File: src/design/ncd_pkg.sv
// package: register map, field layout and constants of the nvm clock divider
package ncd_pkg;
  // ==========================================================
  // register map (byte addresses)
  localparam logic [7:0] RATIO_OFFS  = 8'h00;   // flash_clock_ratio
  localparam logic [7:0] NVCFG_OFFS  = 8'h04;   // working copies of the two nv locations
  localparam logic [7:0] STAT_OFFS   = 8'h08;   // access error status
  localparam logic [7:0] CMD_OFFS    = 8'h0c;   // nv write / command request
  // ==========================================================
  // field positions
  localparam int LOADED_BIT   = 7;
  localparam int PRESCALE_BIT = 6;
  localparam int DIVISOR_MSB  = 5;
  localparam int ACCERR_BIT   = 0;
  localparam int BUSY_BIT     = 1;
  // ==========================================================
  // reset values and counts
  localparam logic [6:0] RATIO_RST    = 7'h00;
  localparam logic [2:0] PRESCALE_MAX = 3'h7;   // divide by eight
  localparam logic [7:0] OP_PULSES    = 8'h04;  // timing ticks per nv operation
  localparam logic [1:0] AXI_OKAY     = 2'b00;
  localparam logic [1:0] AXI_SLVERR   = 2'b10;

  typedef enum logic [1:0] {
    NCD_IDLE = 2'b00,
    NCD_RUN  = 2'b01
  } ncd_op_t;
endpackage

File: src/design/ncd_tick_if.sv
// interface: timing tick and divider setting between top and tick generator
`timescale 1ns/1ps
interface ncd_tick_if;
  logic       prescale;
  logic [5:0] divisor;
  logic       run;
  logic       tick;
  modport gen (input prescale, input divisor, input run, output tick);
  modport use_side (output prescale, output divisor, output run, input tick);
endinterface

File: src/design/ncd_tick_gen.sv
// module: prescaler and divisor counter producing one-cycle timing ticks; with divisor zero and prescale off the tick stays high
`timescale 1ns/1ps
module ncd_tick_gen
  import ncd_pkg::*;
(
  input  wire logic   clk_i,
  input  wire logic   sys_rst_i,
  ncd_tick_if.gen     tk
);
  logic [2:0] pre_q, pre_d;
  logic [5:0] div_q, div_d;
  logic       tick_q, tick_d;
  logic       pre_en;

  // ==========================================================
  // prescale stage: enable every cycle, or every eighth cycle
  always_comb begin
    pre_en = tk.prescale ? (pre_q == PRESCALE_MAX) : 1'b1;
    pre_d  = tk.run ? pre_q + 3'h1 : 3'h0;
    div_d  = div_q;
    tick_d = 1'b0;
    if (!tk.run) begin
      div_d = 6'h00;
    end else if (pre_en) begin
      // divide by divisor plus one
      if (div_q >= tk.divisor) begin
        div_d  = 6'h00;
        tick_d = 1'b1;
      end else begin
        div_d = div_q + 6'h01;
      end
    end
  end

  always_ff @(posedge clk_i) begin
    if (sys_rst_i) begin
      pre_q  <= 3'h0;
      div_q  <= 6'h00;
      tick_q <= 1'b0;
    end else begin
      pre_q  <= pre_d;
      div_q  <= div_d;
      tick_q <= tick_d;
    end
  end

  assign tk.tick = tick_q;
endmodule

File: src/design/ncd_top.sv
// module: nvm clock divider register block with axi4-lite slave
//
// Register access over AXI4-Lite and the address map were left to the implementer.
`timescale 1ns/1ps
// Operation
// - reset clears the loaded flag; writes to bit seven never change it
// - first write after reset sets the loaded flag, any data
// - erase and program stay disabled until the loaded flag is one
// - only the first write lands in bits six to zero; reads always allowed
// - prescale bit one feeds the divider with bus clock over eight
// - divider divides its input by the six-bit divisor plus one
// - each timing pulse is one timing period; operations count whole pulses
// - reset copies two nonvolatile locations into two working registers
// - nv write before the ratio is loaded is an access error, not started
module ncd_top
  import ncd_pkg::*;
(
  input  wire logic        clk_i,
  input  wire logic        sys_rst_i,
  // axi4-lite slave
  input  wire logic [7:0]  s_axi_awaddr,
  input  wire logic        s_axi_awvalid,
  output      logic        s_axi_awready,
  input  wire logic [31:0] s_axi_wdata,
  input  wire logic [3:0]  s_axi_wstrb,
  input  wire logic        s_axi_wvalid,
  output      logic        s_axi_wready,
  output      logic [1:0]  s_axi_bresp,
  output      logic        s_axi_bvalid,
  input  wire logic        s_axi_bready,
  input  wire logic [7:0]  s_axi_araddr,
  input  wire logic        s_axi_arvalid,
  output      logic        s_axi_arready,
  output      logic [31:0] s_axi_rdata,
  output      logic [1:0]  s_axi_rresp,
  output      logic        s_axi_rvalid,
  input  wire logic        s_axi_rready,
  // nonvolatile side
  input  wire logic [7:0]  nv_prot_i,
  input  wire logic [7:0]  nv_opt_i,
  output      logic        nv_op_enable_o,
  output      logic        nvm_timing_clock_o,
  output      logic        nv_op_busy_o,
  output      logic        nv_op_done_o
);
  ncd_tick_if tk ();

  logic        ratio_loaded_flag_q, ratio_loaded_flag_d;
  logic [6:0]  ratio_q, ratio_d;
  logic [7:0]  prot_q, prot_d, opt_q, opt_d;
  logic        load_nv_q, load_nv_d;
  logic        accerr_q, accerr_d;
  ncd_op_t     op_q, op_d;
  logic [7:0]  pulse_q, pulse_d;
  logic        done_q, done_d;
  logic        aw_q, aw_d, w_q, w_d, bv_q, bv_d, rv_q, rv_d;
  logic [7:0]  awa_q, awa_d;
  logic [31:0] wd_q, wd_d, rd_q, rd_d;
  logic [3:0]  ws_q, ws_d;
  logic [1:0]  br_q, br_d, rr_q, rr_d;
  logic        wr_fire;

  // word address decode, shared by read and write paths
  function automatic logic mapped(input logic [7:0] a);
    return (a == RATIO_OFFS) || (a == NVCFG_OFFS) || (a == STAT_OFFS) || (a == CMD_OFFS);
  endfunction

  function automatic logic [31:0] read_word(input logic [7:0] a);
    logic [31:0] v;
    v = 32'h0000_0000;
    unique case (a)
      RATIO_OFFS: v = {24'h000000, ratio_loaded_flag_q, ratio_q};
      NVCFG_OFFS: v = {16'h0000, opt_q, prot_q};
      STAT_OFFS:  v = {30'h0000_0000, (op_q == NCD_RUN), accerr_q};
      default:    v = 32'h0000_0000;
    endcase
    return v;
  endfunction

  // ==========================================================
  // axi write channel: capture address and data in either order
  always_comb begin
    aw_d  = aw_q;
    w_d   = w_q;
    awa_d = awa_q;
    wd_d  = wd_q;
    ws_d  = ws_q;
    bv_d  = bv_q;
    br_d  = br_q;
    if (s_axi_awvalid && s_axi_awready) begin
      aw_d  = 1'b1;
      awa_d = {s_axi_awaddr[7:2], 2'b00};
    end
    if (s_axi_wvalid && s_axi_wready) begin
      w_d  = 1'b1;
      wd_d = s_axi_wdata;
      ws_d = s_axi_wstrb;
    end
    if (wr_fire) begin
      aw_d = 1'b0;
      w_d  = 1'b0;
      bv_d = 1'b1;
      br_d = mapped(awa_q) ? AXI_OKAY : AXI_SLVERR;
    end else if (bv_q && s_axi_bready) begin
      bv_d = 1'b0;
    end
  end

  assign s_axi_awready = !aw_q && !bv_q;
  assign s_axi_wready  = !w_q && !bv_q;
  assign wr_fire       = aw_q && w_q && !bv_q;
  assign s_axi_bvalid  = bv_q;
  assign s_axi_bresp   = br_q;

  // ==========================================================
  // axi read channel: one cycle from address to data
  always_comb begin
    rv_d = rv_q;
    rd_d = rd_q;
    rr_d = rr_q;
    if (s_axi_arvalid && s_axi_arready) begin
      rv_d = 1'b1;
      rd_d = read_word({s_axi_araddr[7:2], 2'b00});
      rr_d = mapped({s_axi_araddr[7:2], 2'b00}) ? AXI_OKAY : AXI_SLVERR;
    end else if (rv_q && s_axi_rready) begin
      rv_d = 1'b0;
    end
  end

  assign s_axi_arready = !rv_q;
  assign s_axi_rvalid  = rv_q;
  assign s_axi_rdata   = rd_q;
  assign s_axi_rresp   = rr_q;

  // ==========================================================
  // ratio register: write once, loaded flag set by the first write
  always_comb begin
    ratio_loaded_flag_d = ratio_loaded_flag_q;
    ratio_d             = ratio_q;
    if (wr_fire && awa_q == RATIO_OFFS && !ratio_loaded_flag_q) begin
      ratio_loaded_flag_d = 1'b1;
      // a cleared low byte strobe still counts as the write
      if (ws_q[0]) begin
        ratio_d = wd_q[6:0];                              // bit seven ignored
      end
    end
  end

  // ==========================================================
  // working copies loaded once, on the first cycle after reset
  always_comb begin
    load_nv_d = 1'b0;
    prot_d    = prot_q;
    opt_d     = opt_q;
    if (load_nv_q) begin
      prot_d = nv_prot_i;
      opt_d  = nv_opt_i;
    end
  end

  // ==========================================================
  // nv operation: gated by the loaded flag, timed in whole ticks
  always_comb begin
    op_d     = op_q;
    pulse_d  = pulse_q;
    accerr_d = accerr_q;
    done_d   = 1'b0;
    if (wr_fire && awa_q == STAT_OFFS && ws_q[0] && wd_q[ACCERR_BIT]) begin
      accerr_d = 1'b0;                                    // write one to clear
    end
    if (wr_fire && awa_q == CMD_OFFS) begin
      if (!ratio_loaded_flag_q || op_q == NCD_RUN) begin
        accerr_d = 1'b1;                                  // set wins over clear
      end else begin
        op_d    = NCD_RUN;
        pulse_d = OP_PULSES;
      end
    end
    if (op_q == NCD_RUN && tk.tick) begin
      if (pulse_q == 8'h01) begin
        op_d   = NCD_IDLE;
        done_d = 1'b1;
      end
      pulse_d = pulse_q - 8'h01;
    end
  end

  assign tk.prescale = ratio_q[PRESCALE_BIT];
  assign tk.divisor  = ratio_q[DIVISOR_MSB:0];
  assign tk.run      = ratio_loaded_flag_q;

  ncd_tick_gen u_tick (
    .clk_i     (clk_i),
    .sys_rst_i (sys_rst_i),
    .tk        (tk)
  );

  // ==========================================================
  // register stage for all state
  always_ff @(posedge clk_i) begin
    if (sys_rst_i) begin
      ratio_loaded_flag_q <= 1'b0;
      ratio_q             <= RATIO_RST;
      prot_q              <= 8'h00;
      opt_q               <= 8'h00;
      load_nv_q           <= 1'b1;
      accerr_q            <= 1'b0;
      op_q                <= NCD_IDLE;
      pulse_q             <= 8'h00;
      done_q              <= 1'b0;
      aw_q                <= 1'b0;
      w_q                 <= 1'b0;
      bv_q                <= 1'b0;
      rv_q                <= 1'b0;
      awa_q               <= 8'h00;
      wd_q                <= 32'h0000_0000;
      ws_q                <= 4'h0;
      rd_q                <= 32'h0000_0000;
      br_q                <= AXI_OKAY;
      rr_q                <= AXI_OKAY;
    end else begin
      ratio_loaded_flag_q <= ratio_loaded_flag_d;
      ratio_q             <= ratio_d;
      prot_q              <= prot_d;
      opt_q               <= opt_d;
      load_nv_q           <= load_nv_d;
      accerr_q            <= accerr_d;
      op_q                <= op_d;
      pulse_q             <= pulse_d;
      done_q              <= done_d;
      aw_q                <= aw_d;
      w_q                 <= w_d;
      bv_q                <= bv_d;
      rv_q                <= rv_d;
      awa_q               <= awa_d;
      wd_q                <= wd_d;
      ws_q                <= ws_d;
      rd_q                <= rd_d;
      br_q                <= br_d;
      rr_q                <= rr_d;
    end
  end

  assign nv_op_enable_o     = ratio_loaded_flag_q;
  assign nvm_timing_clock_o = tk.tick;
  assign nv_op_busy_o       = (op_q == NCD_RUN);
  assign nv_op_done_o       = done_q;
endmodule

File: config.mk
export PLATFORM = sky130hd
export DESIGN_NAME = ncd_top
export DESIGN_NICKNAME = d
export VERILOG_FILES = /design/src/design/ncd_pkg.sv /design/src/design/ncd_tick_if.sv /design/src/design/ncd_tick_gen.sv /design/src/design/ncd_top.sv
export SDC_FILE = /design/constraint.sdc
export NUM_CORES = 1
export LEC_CHECK = 0
export BUFFER_PORTS_ARGS = -buffer_cell sky130_fd_sc_hd__clkbuf_2
export CAP_MARGIN = 25
export CELL_PAD_IN_SITES_DETAIL_PLACEMENT = 1
export CELL_PAD_IN_SITES_GLOBAL_PLACEMENT = 2
export CORE_MARGIN = 5
export CORE_UTILIZATION = 29
export DETAILED_ROUTE_END_ITERATION = 12
export PLACE_DENSITY = 0.91
export SYNTH_ARGS = -nofsm -noshare
export SYNTH_HDL_FRONTEND = slang
export SYNTH_SLANG_ARGS = --single-unit
File: constraint.sdc
create_clock -name clk_i -period 2.1 [get_ports clk_i]
set_input_delay 0.105 -clock clk_i [delete_from_list [all_inputs] [get_ports clk_i]]
set_output_delay 0.105 -clock clk_i [all_outputs]
set_load 0.1 [all_outputs]
# After elaboration in Yosys (flattened, before gate mapping)
# Index checks and enable logic that the tools add are counted.
# word_totals
out_inout_bits,45
elab_cells,100
register_bits,101
in_bits,75
# classes
n_addsub,3
n_reduce_logical,39
mux,22
bitwise_logic,3
order_cmp,1
n_eq_ne,10
# ops
cell,n
16-bit case mux with 3 select lines,1
"6-bit by 2-bit equality test with 1-bit output, second input constant",4
8-bit two-way mux,3
1-bit logical AND,16
"6-bit by 1-bit equality test with 1-bit output, second input constant",2
2-bit two-way mux,6
1-bit two-way mux,11
"8-bit by 1-bit equality test with 1-bit output, second input constant",1
8-bit logical NOT,1
"8-bit by 1-bit subtractor with 8-bit output, second input constant",1
1-bit logical OR,7
"6-bit by 1-bit adder with 6-bit output, second input constant",1
6-bit >= comparator,1
6-bit logical NOT,1
6-bit two-way mux,1
2-bit nonzero test,3
2-bit OR reduction,3
1-bit logical NOT,5
2-bit AND reduction,2
"3-bit by 1-bit adder with 3-bit output, second input constant",1
"3-bit equality test, second input constant",1
1-bit inverter,3
3-bit OR reduction,1
"2-bit by 1-bit equality test with 1-bit output, second input constant",1
"2-bit by 1-bit != test with 1-bit output, second input constant",1

# Logic depth before layout (Yosys ltp)
# Gate-level depths: netlist of the first run.
# logic_depth
word_depth,8
ltp_mapped,7
ltp_nobuf,6

# Modules after synthesis
# Synthesis of the first run repeated with hierarchy kept, for this count alone.
# hier_totals
hier_cells,370
hier_area_um2,3535.9
# modules_own_cells
mod,area_each_um2,seq_area_each_um2,n_inst,cells_per_inst
ncd_top,2971.6,1461.4,1,313
ncd_tick_gen,564.3,200.2,1,57

# Worst setup path after synthesis of the first run
# OpenSTA, ideal clock, no wires.
# synth_timing
path_type,reg2reg
start,"reg bv_q, in the netlist s_axi_bvalid"
end,reg awa_q[2]
n_path_buf,1
synth_period_minus_slack_ns,3.057
setup_ns,0.128
required_ns,1.972
setup_slack_ns,-0.957
arrival_ns,2.930
stages_incl_launch_ff,6
path_cell_list,dfxtp_1 nor2_1 and2_1 clkbuf_1 mux2i_1 nor2_1
# synth_between
elab_chain_len,3
# synth_lines
item,line,source
start: declaration,ncd_top.sv:56,"logic aw_q, aw_d, w_q, w_d, bv_q, bv_d, rv_q, rv_d;"
start signal: assignment,ncd_top.sv:233,bv_q <= bv_d;
1-bit logical NOT,ncd_top.sv:109,assign s_axi_awready = !aw_q && !bv_q;
1-bit logical AND,ncd_top.sv:109,
net s_axi_awready,ncd_top.sv:23,"output logic s_axi_awready,"
1-bit logical AND,ncd_top.sv:90,if (s_axi_awvalid && s_axi_awready) begin
end signal: assignment,ncd_top.sv:235,awa_q <= awa_d;
end: declaration,ncd_top.sv:57,"logic [7:0] awa_q, awa_d;"
# The timed path passes the listed nets, and every way through them passes these cells.
# A chain may end at the register's enable or synchronous reset.

# Worst setup path in the final report of the first run
# layout_timing
start,reg pulse_q[2]
end,reg op_q[0]
# layout_between
elab_chain_len,3
# layout_lines
item,line,source
start: declaration,ncd_top.sv:54,"logic [7:0] pulse_q, pulse_d;"
start signal: assignment,ncd_top.sv:229,pulse_q <= pulse_d;
8-bit by 1-bit equality test with 1-bit output,ncd_top.sv:180,if (pulse_q == 8'h01) begin
2-bit two-way mux,ncd_top.sv:180,
2-bit two-way mux,ncd_top.sv:179,if (op_q == NCD_RUN && tk.tick) begin
end signal: assignment,ncd_top.sv:228,op_q <= op_d;
end: declaration,ncd_top.sv:53,"ncd_op_t op_q, op_d;"
# No other way between the ends.

==> results of run 1 <==
[per-layer routing]
metal	vias up	share of wire, %
li1	1412	-
met1	1354	45
met2	55	50
met3	11	4.3
met4	0	1.4
met5	-	0
[cells in the final DEF, fill, tap and decap left out, types with 5 or more instances in the layout]
cell and instances:
sky130_fd_sc_hd__a22oi_1 8, sky130_fd_sc_hd__mux2i_1 32, sky130_fd_sc_hd__a211oi_1 8, sky130_fd_sc_hd__buf_4 6, sky130_fd_sc_hd__nor3_1 5, sky130_fd_sc_hd__conb_1 18, sky130_fd_sc_hd__clkbuf_16 9, sky130_fd_sc_hd__ha_1 11
sky130_fd_sc_hd__and2_1 5, sky130_fd_sc_hd__nand2b_1 7, sky130_fd_sc_hd__nor2_1 55, sky130_fd_sc_hd__clkbuf_2 69, sky130_fd_sc_hd__a21oi_1 13, sky130_fd_sc_hd__a22o_1 8, sky130_fd_sc_hd__inv_1 14, sky130_fd_sc_hd__xor2_1 5
sky130_fd_sc_hd__nand2_1 30, sky130_fd_sc_hd__and3_1 6, sky130_fd_sc_hd__dlygate4sd3_1 6, sky130_fd_sc_hd__dfxtp_1 81
[worst max-delay path, cell delays in order (launching register included)]
cell and delay [ns]:
sky130_fd_sc_hd__dfxtp_1 0.37, sky130_fd_sc_hd__or4_4 0.56, sky130_fd_sc_hd__or4_4 0.54, sky130_fd_sc_hd__and3_1 0.18
[stage by stage]
step / instances / total power [W]
after floorplan: 394 / 0.00209
after global placement: 578 / 0.00216
after detailed placement: 578 / 0.00217
after CTS: 600 / 0.00387
after global routing: 600 / 0.00397
final: 600 / 0.00383
[worst paths after layout]
path | to | slack (ns) | depth (start not counted)
max | op_q[0]$_SDFF_PP0_ | 0.34 | 3
min reg2reg | u_tick.pre_q[0]$_SDFF_PP0_ | 0.43 | 1
max reg2reg | op_q[0]$_SDFF_PP0_ | 0.34 | 3
min | awa_q[7]$_SDFFE_PP0P_ | 0.006 | 3
[state kept, by name (all words and copies together), names as in the netlist, 2 cells and up]
signal        count
u_tick.pre_q      3
ratio_q           7
pulse_q           8
opt_q             8
op_q              2
prot_q            8
wd_q              7
awa_q             6
u_tick.div_q      6
s_axi_rdata      16
[cell type report]
class	instances	area, µm²
Clock buffer	9	225
Sequential cell	83	1660
Tap cell	147	184
Clock inverter	7	91.3
Inverter	14	52.6
Fill cell	1370	7630
Multi-Input combinational cell	259	1670
Timing Repair Buffer	81	450
[report_power, final]
part / total (W) / internal [W] / leakage (nW) / switching (W)
Combinational: 0.000478 / 0.000115 / 1.13 / 0.000363
Clock: 0.00169 / 0.00104 / 0.156 / 0.000650
Sequential: 0.00166 / 0.00162 / 0.677 / 0.0000398
[cell families (layout without fill, tap and decap cells)]
family / Yosys count / count (layout) / synth area share (%)
simple gates: 129 / 129 / 17.5
flops: 83 / 83 / 47.2
compound gates: 60 / 60 / 12.1
buf+inv: 52 / 111 / 7.74
mux: 34 / 34 / 9.73
fa+ha+maj: 11 / 11 / 3.91
xor+xnor: 7 / 7 / 1.74
other cells: 1 / 18 / 0.106
==> impl_table.tex, run 1 <==
\begin{tabular}{lr}
\hline
Metric & Value \\
\hline
\multicolumn{2}{l}{\textbf{STA}} \\
Setup repair after global routing missed its margin & false \\
Fin crit period & 1.76 ns \\
Final WS setup & 0.344 ns \\
Number of hold violations in the final report & 0 \\
Transition at the pin with the smallest max-transition slack & 0.574 ns \\
Relative max-transition margin & 61.6\% \\
Final setup violating endpoints & 0 \\
Fin crit share & 83.6\% \\
Count of final max-slew check failures & 0 \\
Fin Hold WS & 0.00639 ns \\
Setup tns final & 0 ns \\
Clk\_skew & 0.00777 ns \\
Highest attainable clock frequency & 569 MHz \\
\multicolumn{2}{l}{\textbf{Placement}} \\
PortBufs & 69 \\
Placed Instance Area & 3960 µm² \\
Post-Place Setup Slack & 0.359 ns \\
Weighted congestion reported at the end of routability-driven placement & 0.820 \\
Half-perimeter wire length after detailed placement & 6.47 mm \\
\multicolumn{2}{l}{\textbf{Synthesis}} \\
Post-synthesis instance total & 377 \\
Dominant cell type by area after synthesis & sky130\_fd\_sc\_hd\_\_dfxtp\_1 \\
Proportion of register bits with asynchronous set or reset after synthesis & 0\% \\
Syn. warnings & 0 \\
Primary flip-flop cell chosen by synthesis mapping & sky130\_fd\_sc\_hd\_\_dfxtp\_1 \\
Synthesized area & 3520 µm² \\
Seq cells post-synth & 83 \\
Portion of synthesized cell area occupied by the leading cell type & 47.2\% \\
Distinct cells, synth & 48 \\
Share of the yosys chip area belonging to registers & 47.2\% \\
Number of enable flip-flop cells after synthesis & 0 \\
Synth area leaders & sky130\_fd\_sc\_hd\_\_dfxtp\_1 (47\%), sky130\_fd\_sc\_hd\_\_mux2i\_1 (9.1\%), sky130\_fd\_sc\_hd\_\_nor2\_1 (6.1\%) \\
Syn avg cell area & 9.35 µm² \\
Ranking of synthesized cells by instance count & sky130\_fd\_sc\_hd\_\_dfxtp\_1 (83), sky130\_fd\_sc\_hd\_\_nor2\_1 (57), sky130\_fd\_sc\_hd\_\_mux2i\_1 (32) \\
Most common cell in the netlist & sky130\_fd\_sc\_hd\_\_dfxtp\_1 \\
\multicolumn{2}{l}{\textbf{Finish}} \\
Fraction of the core area covered by cells at the end of the flow & 36.2\% \\
Ratio of cells with drive above 1 in the final layout & 23.2\% \\
Area Overhead vs Synth & 23.0\% \\
Antenna diode count & 0 \\
\# nets final & 534 \\
Fin area & 4340 µm² \\
\multicolumn{2}{l}{\textbf{Drt}} \\
Post-route DRC & 0 \\
Routed WL per cell & 14.6 µm \\
Initial DRC count & 117 \\
Routed Antenna Nets & 0 \\
Routed vias/inst & 4.72 \\
First-pass detailed-route iteration total & 4 \\
Total Wirelength & 8.77 mm \\
DR vias & 2832 \\
\multicolumn{2}{l}{\textbf{CTS}} \\
Gates resized, CTS repair & 0 \\
Number of buffers on the longest clock path & 2 \\
Post-CTS setup buffer count & 0 \\
Total clock buffers created by CTS & 9 \\
Number of buffers added to fix hold violations after cts & 6 \\
Clock insertion delay at the later pin of the skew report & 0.34 ns \\
Clk root buf & sky130\_fd\_sc\_hd\_\_clkbuf\_16 \\
Maximum level of the CTS H-tree & 3 \\
TritonCTS clock tree & yes \\
Clock sink total & 83 \\
Clk pin slew, worst setup/hold paths & 0.06 ns \\
\multicolumn{2}{l}{\textbf{Worst setup path}} \\
Reg-to-reg startpoint & pulse\_q[2]\$\_SDFFE\_PP0P\_ \\
Category of the worst setup path launch point & flip-flop \\
Critical path launch point & pulse\_q[2]\$\_SDFFE\_PP0P\_ \\
Critical path start-end classification & reg2reg \\
Critical Path AT & 1.99 ns \\
Largest driver fanout on the critical path & 6 \\
Critical path capture point type & flip-flop \\
Required arrival time at the worst endpoint & 2.33 ns \\
\multicolumn{2}{l}{\textbf{Hold path}} \\
Path category of the worst min-delay check & in2reg \\
Launch instance of the worst min-delay path & s\_axi\_awaddr[7] \\
\multicolumn{2}{l}{\textbf{Global route}} \\
GRT met3 Usage & 3.65\% \\
Busiest grt layer & met2 \\
Pin count of the biggest net entering global routing & 40 \\
GRT met2 Usage & 21.4\% \\
GRT Resource Usage Total & 12.5\% \\
Overflow left after global routing & 0 \\
Met1 layer usage reported by global route & 14.9\% \\
Initial antenna violation count & 0 \\
Number of global-route vias before repair & 2963 \\
Wire length of the first global-routing pass & 14.5 mm \\
\multicolumn{2}{l}{\textbf{Floorplanning}} \\
Number of top-level pins & 120 \\
Height of the die & 120 µm \\
Area of the placeable core & 12000 µm² \\
Die outline width & 120 µm \\
Die outline area & 14500 µm² \\
Initial Utilization & 29.5\% \\
Count of standard-cell rows & 40 \\
\multicolumn{2}{l}{\textbf{Job}} \\
Max-Cap Viols & 0 \\
\multicolumn{2}{l}{\textbf{Status}} \\
Outcome & finished, final reports clean \\
\multicolumn{2}{l}{\textbf{Power}} \\
Peak VDD IR & 0.333 mV \\
Power density relative to cell area & 884 nW/µm² \\
Leakage power summed over all cells & 1.96 nW \\
\hline
\end{tabular}
(Power assumes the default switching activity.)
==> run 2: changes to the inputs <==
--- a/config.mk
+++ b/config.mk
@@ -5,14 +5,15 @@
 export SDC_FILE = /design/constraint.sdc
 export NUM_CORES = 1
 export LEC_CHECK = 0
+export ABC_AREA = 1
 export BUFFER_PORTS_ARGS = -buffer_cell sky130_fd_sc_hd__clkbuf_2
 export CAP_MARGIN = 25
 export CELL_PAD_IN_SITES_DETAIL_PLACEMENT = 1
 export CELL_PAD_IN_SITES_GLOBAL_PLACEMENT = 2
 export CORE_MARGIN = 5
-export CORE_UTILIZATION = 29
+export CORE_UTILIZATION = 25
 export DETAILED_ROUTE_END_ITERATION = 12
-export PLACE_DENSITY = 0.91
+export PLACE_DENSITY = 0.87
 export SYNTH_ARGS = -nofsm -noshare
 export SYNTH_HDL_FRONTEND = slang
 export SYNTH_SLANG_ARGS = --single-unit
==> constraint.sdc (replaced) <==
create_clock -name clk_i -period 1.5 [get_ports clk_i]
set_input_delay 0.075 -clock clk_i [delete_from_list [all_inputs] [get_ports clk_i]]
set_output_delay 0.075 -clock clk_i [all_outputs]
set_load 0.1 [all_outputs]
==> run 2 against run 1 <==
Net effect: utilization decreased by 3.5 points; cell count increased by 28%; first-iteration DRC count decreased by 38%; critical path type unchanged; maximum frequency increased by 26%; combinational power increased by 85%; largest cell class unchanged; via count increased by 20%; die area increased by 21%; clock power increased by 32%; hold slack improved by 0.0031 ns; highest routed layer unchanged.
==> impl_table.tex, run 2 <==
\begin{tabular}{lr}
\hline
Metric & Value \\
\hline
\multicolumn{2}{l}{\textbf{Worst setup path}} \\
Reg-to-reg startpoint & ratio\_q[3]\$\_SDFFE\_PP0P\_ \\
Worst path buffer plus inverter count & 1 (+1) \\
Crit path top cell by count & sky130\_fd\_sc\_hd\_\_nor2\_1 \\
Category of the worst setup path launch point & flip-flop \\
R2R Setup Slk & 0.10 ns (-0.24 ns) \\
Crit-path slowest cell & sky130\_fd\_sc\_hd\_\_dfxtp\_2 \\
Cell count of the worst reg-to-reg path & 9 (+6) \\
Critical path start-end classification & reg2reg \\
Crit path largest cell delay & 0.33 ns (-0.23 ns) \\
Required arrival time at the worst endpoint & 1.76 ns (-0.57 ns) \\
Endpoint of the lowest-slack register-to-register path & u\_tick.div\_q[4]\$\_SDFFE\_PP0N\_ \\
Kind of cell adding the most delay to the critical path & simple AND/OR/NAND/NOR gates \\
Critical Path AT & 1.66 ns (-0.33 ns) \\
Critical path capture point type & flip-flop \\
Largest driver fanout on the critical path & 6 (unchanged) \\
Cell chain of the critical path & inv\_1 -> ha\_1 -> a21oi\_1 -> nor2\_1 -> nor2\_1 -> nand2\_1 -> nand2\_2 -> nand2\_4 -> nor2\_1 \\
\multicolumn{2}{l}{\textbf{Global route}} \\
Overflow left after global routing & 0 (unchanged) \\
GRT met3 Usage & 2.54\% (-1.1 points) \\
Pin count of the biggest net entering global routing & 28 (-30\%) \\
Initial antenna violation count & 0 (unchanged) \\
GRT Resource Usage Total & 11.9\% (-0.56 points) \\
Wire length of the first global-routing pass & 17.2 mm (+18\%) \\
Busiest grt layer & met2 \\
Met1 layer usage reported by global route & 14.1\% (-0.81 points) \\
GRT met2 Usage & 21.7\% (+0.34 points) \\
Number of global-route vias before repair & 3520 (+19\%) \\
\multicolumn{2}{l}{\textbf{Finish}} \\
Most common cell after layout, fill and taps aside & sky130\_fd\_sc\_hd\_\_nor2\_1 \\
Antenna diode count & 0 (unchanged) \\
Commonest cells after routing, fill and taps aside & sky130\_fd\_sc\_hd\_\_nor2\_1 (95), sky130\_fd\_sc\_hd\_\_dfxtp\_1 (74), sky130\_fd\_sc\_hd\_\_nand2\_1 (69), sky130\_fd\_sc\_hd\_\_clkbuf\_2 (68), sky130\_fd\_sc\_hd\_\_o21ai\_0 (38) \\
\# nets final & 669 (+25\%) \\
Flip-flop count of the largest register, all copies and words added & 16 (unchanged) \\
Cell Count, Final, Fillers Out & 771 (+28\%) \\
Ratio of cells with drive above 1 in the final layout & 24.4\% (+1.2 points) \\
Area Overhead vs Synth & 27.9\% \\
Filler Cell Count & 1808 (+32\%) \\
\multicolumn{2}{l}{\textbf{Drt}} \\
Post-route DRC & 0 (unchanged) \\
Initial DRC count & 72 (-38\%) \\
First-pass detailed-route iteration total & 4 (unchanged) \\
Routed WL per cell & 13.4 µm (-8.6\%) \\
Routed vias/inst & 4.40 (-6.8\%) \\
Total Wirelength & 10.3 mm (+17\%) \\
Routed Antenna Nets & 0 (unchanged) \\
DR vias & 3393 (+20\%) \\
\multicolumn{2}{l}{\textbf{Synthesis}} \\
Seq cells post-synth & 83 (unchanged) \\
Most common cell in the netlist & sky130\_fd\_sc\_hd\_\_nor2\_1 \\
Post-synthesis instance total & 491 (+30\%) \\
Syn. warnings & 0 (unchanged) \\
Syn avg cell area & 7.63 µm² (-18\%) \\
Number of enable flip-flop cells after synthesis & 0 (unchanged) \\
Share of the yosys chip area belonging to registers & 44.3\% (-2.8 points) \\
Primary flip-flop cell chosen by synthesis mapping & sky130\_fd\_sc\_hd\_\_dfxtp\_1 \\
Synthesized area & 3750 µm² (+6.4\%) \\
Synth area leaders & sky130\_fd\_sc\_hd\_\_dfxtp\_1 (44\%), sky130\_fd\_sc\_hd\_\_nor2\_1 (10\%), sky130\_fd\_sc\_hd\_\_nand2\_1 (7.5\%) \\
Portion of synthesized cell area occupied by the leading cell type & 44.3\% (-2.8 points) \\
Ranking of synthesized cells by instance count & sky130\_fd\_sc\_hd\_\_nor2\_1 (100), sky130\_fd\_sc\_hd\_\_dfxtp\_1 (83), sky130\_fd\_sc\_hd\_\_nand2\_1 (75) \\
Proportion of register bits with asynchronous set or reset after synthesis & 0\% (unchanged) \\
Distinct cells, synth & 36 (-25\%) \\
Dominant cell type by area after synthesis & sky130\_fd\_sc\_hd\_\_dfxtp\_1 \\
\multicolumn{2}{l}{\textbf{STA}} \\
Highest attainable clock frequency & 715 MHz (+26\%) \\
Setup repair after global routing missed its margin & true \\
Final setup violating endpoints & 0 (unchanged) \\
Relative max-transition margin & 60.8\% (-0.80 points) \\
Number of hold violations in the final report & 0 (unchanged) \\
Fin crit period & 1.40 ns (-0.357 ns) \\
Fin crit share & 93.3\% (+9.6 points) \\
Count of final max-slew check failures & 0 (unchanged) \\
Transition at the pin with the smallest max-transition slack & 0.588 ns (+0.0134 ns) \\
Clk\_skew & 0.0119 ns (+0.00415 ns) \\
\multicolumn{2}{l}{\textbf{Placement}} \\
Half-perimeter wire length after detailed placement & 7.89 mm (+22\%) \\
Weighted congestion reported at the end of routability-driven placement & 0.752 (-8.3\%) \\
PortBufs & 69 (unchanged) \\
\# placed instances & 737 (+28\%) \\
\multicolumn{2}{l}{\textbf{Floorplanning}} \\
Die outline width & 132 µm (+10\%) \\
Number of top-level pins & 120 (unchanged) \\
Height of the die & 132 µm (+10\%) \\
Initial Utilization & 25.6\% (-3.9 points) \\
Count of standard-cell rows & 44 (+10\%) \\
Die outline area & 17500 µm² (+21\%) \\
Area of the placeable core & 14600 µm² (+22\%) \\
\multicolumn{2}{l}{\textbf{Job}} \\
Max-Cap Viols & 0 (unchanged) \\
\multicolumn{2}{l}{\textbf{Power}} \\
Peak VDD IR & 0.483 mV (+45\%) \\
Total power & 0.00549 W (+43\%) \\
Power density relative to cell area & 1140 nW/µm² (+30\%) \\
Leakage power summed over all cells & 2.18 nW (+11\%) \\
\multicolumn{2}{l}{\textbf{Hold path}} \\
Number of instances on the worst hold path & 3 (unchanged) \\
End point of the most critical hold path & awa\_q[4]\$\_SDFFE\_PP0P\_ \\
Path category of the worst min-delay check & in2reg \\
Launch instance of the worst min-delay path & s\_axi\_awaddr[4] \\
\multicolumn{2}{l}{\textbf{CTS}} \\
Clk pin slew, worst setup/hold paths & 0.06 ns (about the same) \\
Clk root buf & sky130\_fd\_sc\_hd\_\_clkbuf\_16 \\
Clock insertion delay at the later pin of the skew report & 0.34 ns (about the same) \\
Maximum level of the CTS H-tree & 3 (unchanged) \\
Total clock buffers created by CTS & 9 (unchanged) \\
Clock sink total & 83 (unchanged) \\
Post-CTS setup buffer count & 0 (unchanged) \\
TritonCTS clock tree & yes \\
Number of buffers on the longest clock path & 2 (unchanged) \\
\multicolumn{2}{l}{\textbf{Status}} \\
Outcome & finished, final reports clean \\
\hline
\end{tabular}
-- run 2: changes by cell type in the layout (fill, tap and decap cells not counted), moves of 13 or more --
cell and change:
sky130_fd_sc_hd__dlygate4sd3_1 +13, sky130_fd_sc_hd__inv_1 +19, sky130_fd_sc_hd__mux2i_1 -32, sky130_fd_sc_hd__nand2_1 +39, sky130_fd_sc_hd__nand3_1 +27, sky130_fd_sc_hd__nor2_1 +40
sky130_fd_sc_hd__o21ai_0 +34
-- run 2: repair_timing --
item                                    CTS  global route
pin swaps                                 0             1
endpoints found under the setup margin    4            11
hold endpoints to repair                 19             0
hold buffers                             19             0
gates resized for setup                   2            12
-- run 2: cell families after synthesis --
logic type	share of synthesized area [%]
buf+inv	10.4
xor+xnor	0.934
fa+ha+maj	3.67
other cells	0.100
compound gates	11.2
simple gates	29.0
mux	0.300
flops	44.3
-- run 2: routing by layer --
layer	up-vias	wire length, µm
li1	1734	-
met1	1590	4560
met4	0	78
met5	-	0
met3	6	346
met2	63	5310
-- run 2: how the worst max path moves through the flow --
stage / from / to / slack [ns] / depth (start not counted)
2_1_floorplan: op_q[0]$_SDFF_PP0_ / pulse_q[6]$_SDFFE_PP0P_ / -0.02 / 7
3_3_place_gp: u_tick.pre_q[0]$_SDFF_PP0_ / u_tick.div_q[5]$_SDFFE_PP0N_ / 0.07 / 10
3_5_place_dp: u_tick.pre_q[0]$_SDFF_PP0_ / u_tick.div_q[5]$_SDFFE_PP0N_ / -0.02 / 10
4_1_cts: ratio_q[5]$_SDFFE_PP0P_ / u_tick.div_q[4]$_SDFFE_PP0N_ / 0.03 / 8
5_1_grt: u_tick.pre_q[0]$_SDFF_PP0_ / u_tick.div_q[5]$_SDFFE_PP0N_ / -0.02 / 9
6_report: ratio_q[3]$_SDFFE_PP0P_ / u_tick.div_q[4]$_SDFFE_PP0N_ / 0.10 / 9
-- run 2: power breakdown --
group / internal [W] / switching (W)
Sequential: 0.00230 / 0.0000731
Clock: 0.00133 / 0.000897
Combinational: 0.000193 / 0.000693
Total: 0.00383 / 0.00166
-- run 2: cell type report --
class,instances,area [µm²],share of cell area (%)
multi-input cells,349,1820,38.0
flip-flops and latches,83,1680,35.0
repair buffers,95,591,12.3
clock buffers,11,243,5.06
well taps,184,230,4.80
inverters,45,179,3.73
clock inverters,4,50.0,1.04
-- run 2: per-stage QoR --
| stage | setup WS, ns | instance area [µm²] | hold WS (ns) | util, % | TNS, ns |
|---|---|---|---|---|---|
| finish | 0.101 | 4790 | 0.00949 | 32.7 | 0 |
| global route | -0.0167 | 4790 | 0.00972 | 32.7 | -0.0167 |
| CTS | 0.0323 | 4770 | 0.00694 | 32.6 | 0 |
| detailed placement | -0.0195 | 4280 | 0.303 | 29.2 | -0.0195 |
| global placement | 0.0719 | 4280 | 0.297 | 29.2 | 0 |
| floorplan | -0.0199 | 3870 | 0.103 | - | -0.0199 |
-- run 2: worst register-to-register path: stages, from the launching register on --
cell and delay (ns):
sky130_fd_sc_hd__dfxtp_2 0.33, sky130_fd_sc_hd__inv_1 0.06, sky130_fd_sc_hd__ha_1 0.31, sky130_fd_sc_hd__a21oi_1 0.14, sky130_fd_sc_hd__nor2_1 0.05, sky130_fd_sc_hd__nor2_1 0.08, sky130_fd_sc_hd__nand2_1 0.07, sky130_fd_sc_hd__nand2_2 0.09
sky130_fd_sc_hd__nand2_4 0.08, sky130_fd_sc_hd__nor2_1 0.11
==> run 3: changes to the inputs <==
--- a/config.mk
+++ b/config.mk
@@ -8,10 +8,8 @@
 export ABC_AREA = 1
 export BUFFER_PORTS_ARGS = -buffer_cell sky130_fd_sc_hd__clkbuf_2
 export CAP_MARGIN = 25
-export CELL_PAD_IN_SITES_DETAIL_PLACEMENT = 1
-export CELL_PAD_IN_SITES_GLOBAL_PLACEMENT = 2
 export CORE_MARGIN = 5
-export CORE_UTILIZATION = 25
+export CORE_UTILIZATION = 45
 export DETAILED_ROUTE_END_ITERATION = 12
 export PLACE_DENSITY = 0.87
 export SYNTH_ARGS = -nofsm -noshare
==> run 3 against run 2 <==
Net effect: sequential cell count unchanged; combinational power is 2.5% higher; register-to-register slack worse by 0.06 ns; sequential share of layout area is 0.39 points higher; clock skew fell by 0.0016 ns.
==> impl_table.tex, run 3 (synthesis results as in run 2) <==
\begin{tabular}{lr}
\hline
Metric & Value \\
\hline
\multicolumn{2}{l}{\textbf{Status}} \\
Outcome & finished, final reports clean \\
\multicolumn{2}{l}{\textbf{Worst setup path}} \\
Critical path capture point type & flip-flop \\
Required arrival time at the worst endpoint & 1.75 ns (about the same) \\
Critical Path AT & 1.71 ns (+0.05 ns) \\
Critical path start-end classification & reg2reg \\
Category of the worst setup path launch point & flip-flop \\
Cell chain of the critical path & inv\_1 -> ha\_1 -> nand2\_1 -> nor2\_1 -> o21ai\_1 -> nand2\_1 -> nand2\_2 -> nand2\_4 -> nor2\_1 \\
Crit-path slowest cell & sky130\_fd\_sc\_hd\_\_dfxtp\_2 \\
Crit path largest cell delay & 0.34 ns (about the same) \\
R2R Setup Slk & 0.04 ns (-0.06 ns) \\
Largest driver fanout on the critical path & 6 (unchanged) \\
\multicolumn{2}{l}{\textbf{STA}} \\
Transition at the pin with the smallest max-transition slack & 0.563 ns (-0.0243 ns) \\
Clk\_skew & 0.0103 ns (-0.00160 ns) \\
Fin crit period & 1.46 ns (+0.0633 ns) \\
Number of hold violations in the final report & 0 (unchanged) \\
Final setup violating endpoints & 0 (unchanged) \\
Count of final max-slew check failures & 0 (unchanged) \\
Relative max-transition margin & 62.6\% (+1.8 points) \\
Highest attainable clock frequency & 684 MHz (-4.3\%) \\
Fin crit share & 97.5\% (+4.2 points) \\
\multicolumn{2}{l}{\textbf{Finish}} \\
Commonest cells after routing, fill and taps aside & sky130\_fd\_sc\_hd\_\_nor2\_1 (95), sky130\_fd\_sc\_hd\_\_dfxtp\_1 (75), sky130\_fd\_sc\_hd\_\_nand2\_1 (69), sky130\_fd\_sc\_hd\_\_clkbuf\_2 (68), sky130\_fd\_sc\_hd\_\_o21ai\_0 (38) \\
Cell Count, Final, Fillers Out & 703 (-8.8\%) \\
Area Overhead vs Synth & 26.4\% \\
Antenna diode count & 0 (unchanged) \\
Flip-flop count of the largest register, all copies and words added & 16 (unchanged) \\
Most common cell after layout, fill and taps aside & sky130\_fd\_sc\_hd\_\_nor2\_1 \\
Ratio of cells with drive above 1 in the final layout & 24.1\% (-0.28 points) \\
\# nets final & 679 (+1.5\%) \\
Fin area & 4740 µm² (-1.2\%) \\
Filler Cell Count & 685 (-62\%) \\
\multicolumn{2}{l}{\textbf{CTS}} \\
TritonCTS clock tree & yes \\
Clk pin slew, worst setup/hold paths & 0.09 ns (+0.03 ns) \\
Clock sink total & 83 (unchanged) \\
Number of buffers on the longest clock path & 2 (unchanged) \\
Clock insertion delay at the later pin of the skew report & 0.36 ns (+0.02 ns) \\
Clk root buf & sky130\_fd\_sc\_hd\_\_clkbuf\_8 \\
Maximum level of the CTS H-tree & 3 (unchanged) \\
Total clock buffers created by CTS & 9 (unchanged) \\
\multicolumn{2}{l}{\textbf{Drt}} \\
Routed WL per cell & 13.3 µm (-0.43\%) \\
Routed Antenna Nets & 0 (unchanged) \\
First-pass detailed-route iteration total & 4 (unchanged) \\
Total Wirelength & 9.35 mm (-9.2\%) \\
Routed vias/inst & 5.03 (+14\%) \\
Initial DRC count & 182 (+150\%) \\
DR vias & 3534 (+4.2\%) \\
Post-route DRC & 0 (unchanged) \\
\multicolumn{2}{l}{\textbf{Floorplanning}} \\
Die outline area & 10300 µm² (-42\%) \\
Number of top-level pins & 120 (unchanged) \\
Height of the die & 101 µm (-24\%) \\
Count of standard-cell rows & 33 (-25\%) \\
Initial Utilization & 45.9\% (+20 points) \\
Die outline width & 101 µm (-24\%) \\
Area of the placeable core & 8180 µm² (-44\%) \\
\multicolumn{2}{l}{\textbf{Power}} \\
Peak VDD IR & 0.883 mV (+83\%) \\
Power density relative to cell area & 1070 nW/µm² (-6.3\%) \\
Leakage power summed over all cells & 2.18 nW (+0.24\%) \\
\multicolumn{2}{l}{\textbf{Global route}} \\
Number of global-route vias before repair & 3391 (-3.7\%) \\
GRT Resource Usage Total & 18.4\% (+6.5 points) \\
Overflow left after global routing & 0 (unchanged) \\
Pin count of the biggest net entering global routing & 28 (unchanged) \\
Wire length of the first global-routing pass & 15.2 mm (-12\%) \\
Initial antenna violation count & 0 (unchanged) \\
\multicolumn{2}{l}{\textbf{Placement}} \\
\# placed instances & 656 (-11\%) \\
Half-perimeter wire length after detailed placement & 6.35 mm (-20\%) \\
Weighted congestion reported at the end of routability-driven placement & 0.851 (+13\%) \\
PortBufs & 69 (unchanged) \\
Placed Instance Area & 4170 µm² (-2.7\%) \\
\multicolumn{2}{l}{\textbf{Job}} \\
Max-Cap Viols & 0 (unchanged) \\
\multicolumn{2}{l}{\textbf{Hold path}} \\
Path category of the worst min-delay check & in2reg \\
\hline
\end{tabular}
-- run 3: changes by cell type in the layout (fill, tap and decap cells not counted), sizes merged --
cell	delta
bufinv	+1
clkinvlp	+1
dlygate4sd3	+10
inv	-1
-- run 3: critical path: cells and delay by family (launching register included) --
family | cells | cell delay, ns
adders and majority gates | 1 | 0.31
buffers and inverters | 1 | 0.06
and+or+nand+nor | 6 | 0.54
DFF | 1 | 0.34
AOI/OAI and AO/OA | 1 | 0.11
-- run 3: area by class of cell --
class,instances,area (µm²),share of cell area (%)
multi-input combinational,349,1830,38.7
clock buffer,11,141,2.98
inverter,45,179,3.78
timing repair buffer,105,691,14.6
clock inverter,5,83.8,1.77
sequential,83,1680,35.4
tap,105,131,2.77
-- run 3: final timing paths --
kind,endpoint,start,cells past startpoint
max reg2reg,u_tick.div_q[3]$_SDFFE_PP0N_,ratio_q[3]$_SDFFE_PP0P_,9
min,awa_q[2]$_SDFFE_PP0P_,s_axi_awaddr[2],3
max,u_tick.div_q[3]$_SDFFE_PP0N_,ratio_q[3]$_SDFFE_PP0P_,9
min reg2reg,u_tick.pre_q[0]$_SDFF_PP0_,u_tick.pre_q[0]$_SDFF_PP0_,1
-- run 3: layer usage --
metal	part of all wire (%)	vias to the layer above	track usage, %
li1	-	1750	-
met1	39	1625	19.9
met4	2.9	0	8.08
met5	0	-	0
met3	6.1	27	4.68
met2	52	132	33.6
-- run 3: through the flow --
step	total power, W	utilization (%)	hold WS [ns]	setup TNS [ns]	setup slack (ns)
after global placement	0.00323	51.0	0.297	0	0.0760
final	0.00508	58.0	0.0271	0	0.0375
after floorplan	0.00312	-	0.103	-0.0199	-0.0199
after CTS	0.00507	57.3	0.0144	0	0.0257
after global routing	0.00526	58.0	0.0399	-0.292	-0.0670
after detailed placement	0.00325	51.0	0.302	-0.0345	-0.0345
-- run 3: power by group --
part | switching (W) | internal, W | leakage (nW)
Combinational | 0.000700 | 0.000207 | 1.39
Sequential | 0.0000691 | 0.00230 | 0.684
Clock | 0.000817 | 0.000989 | 0.106
-- run 3: what timing repair did --
item | CTS | global route
hold buffers | 29 | 0
resized for setup | 1 | 13
pin swaps | 1 | 2
setup buffers | 0 | 2
endpoints found under the setup margin | 1 | 8
endpoints found under the hold margin | 29 | 0
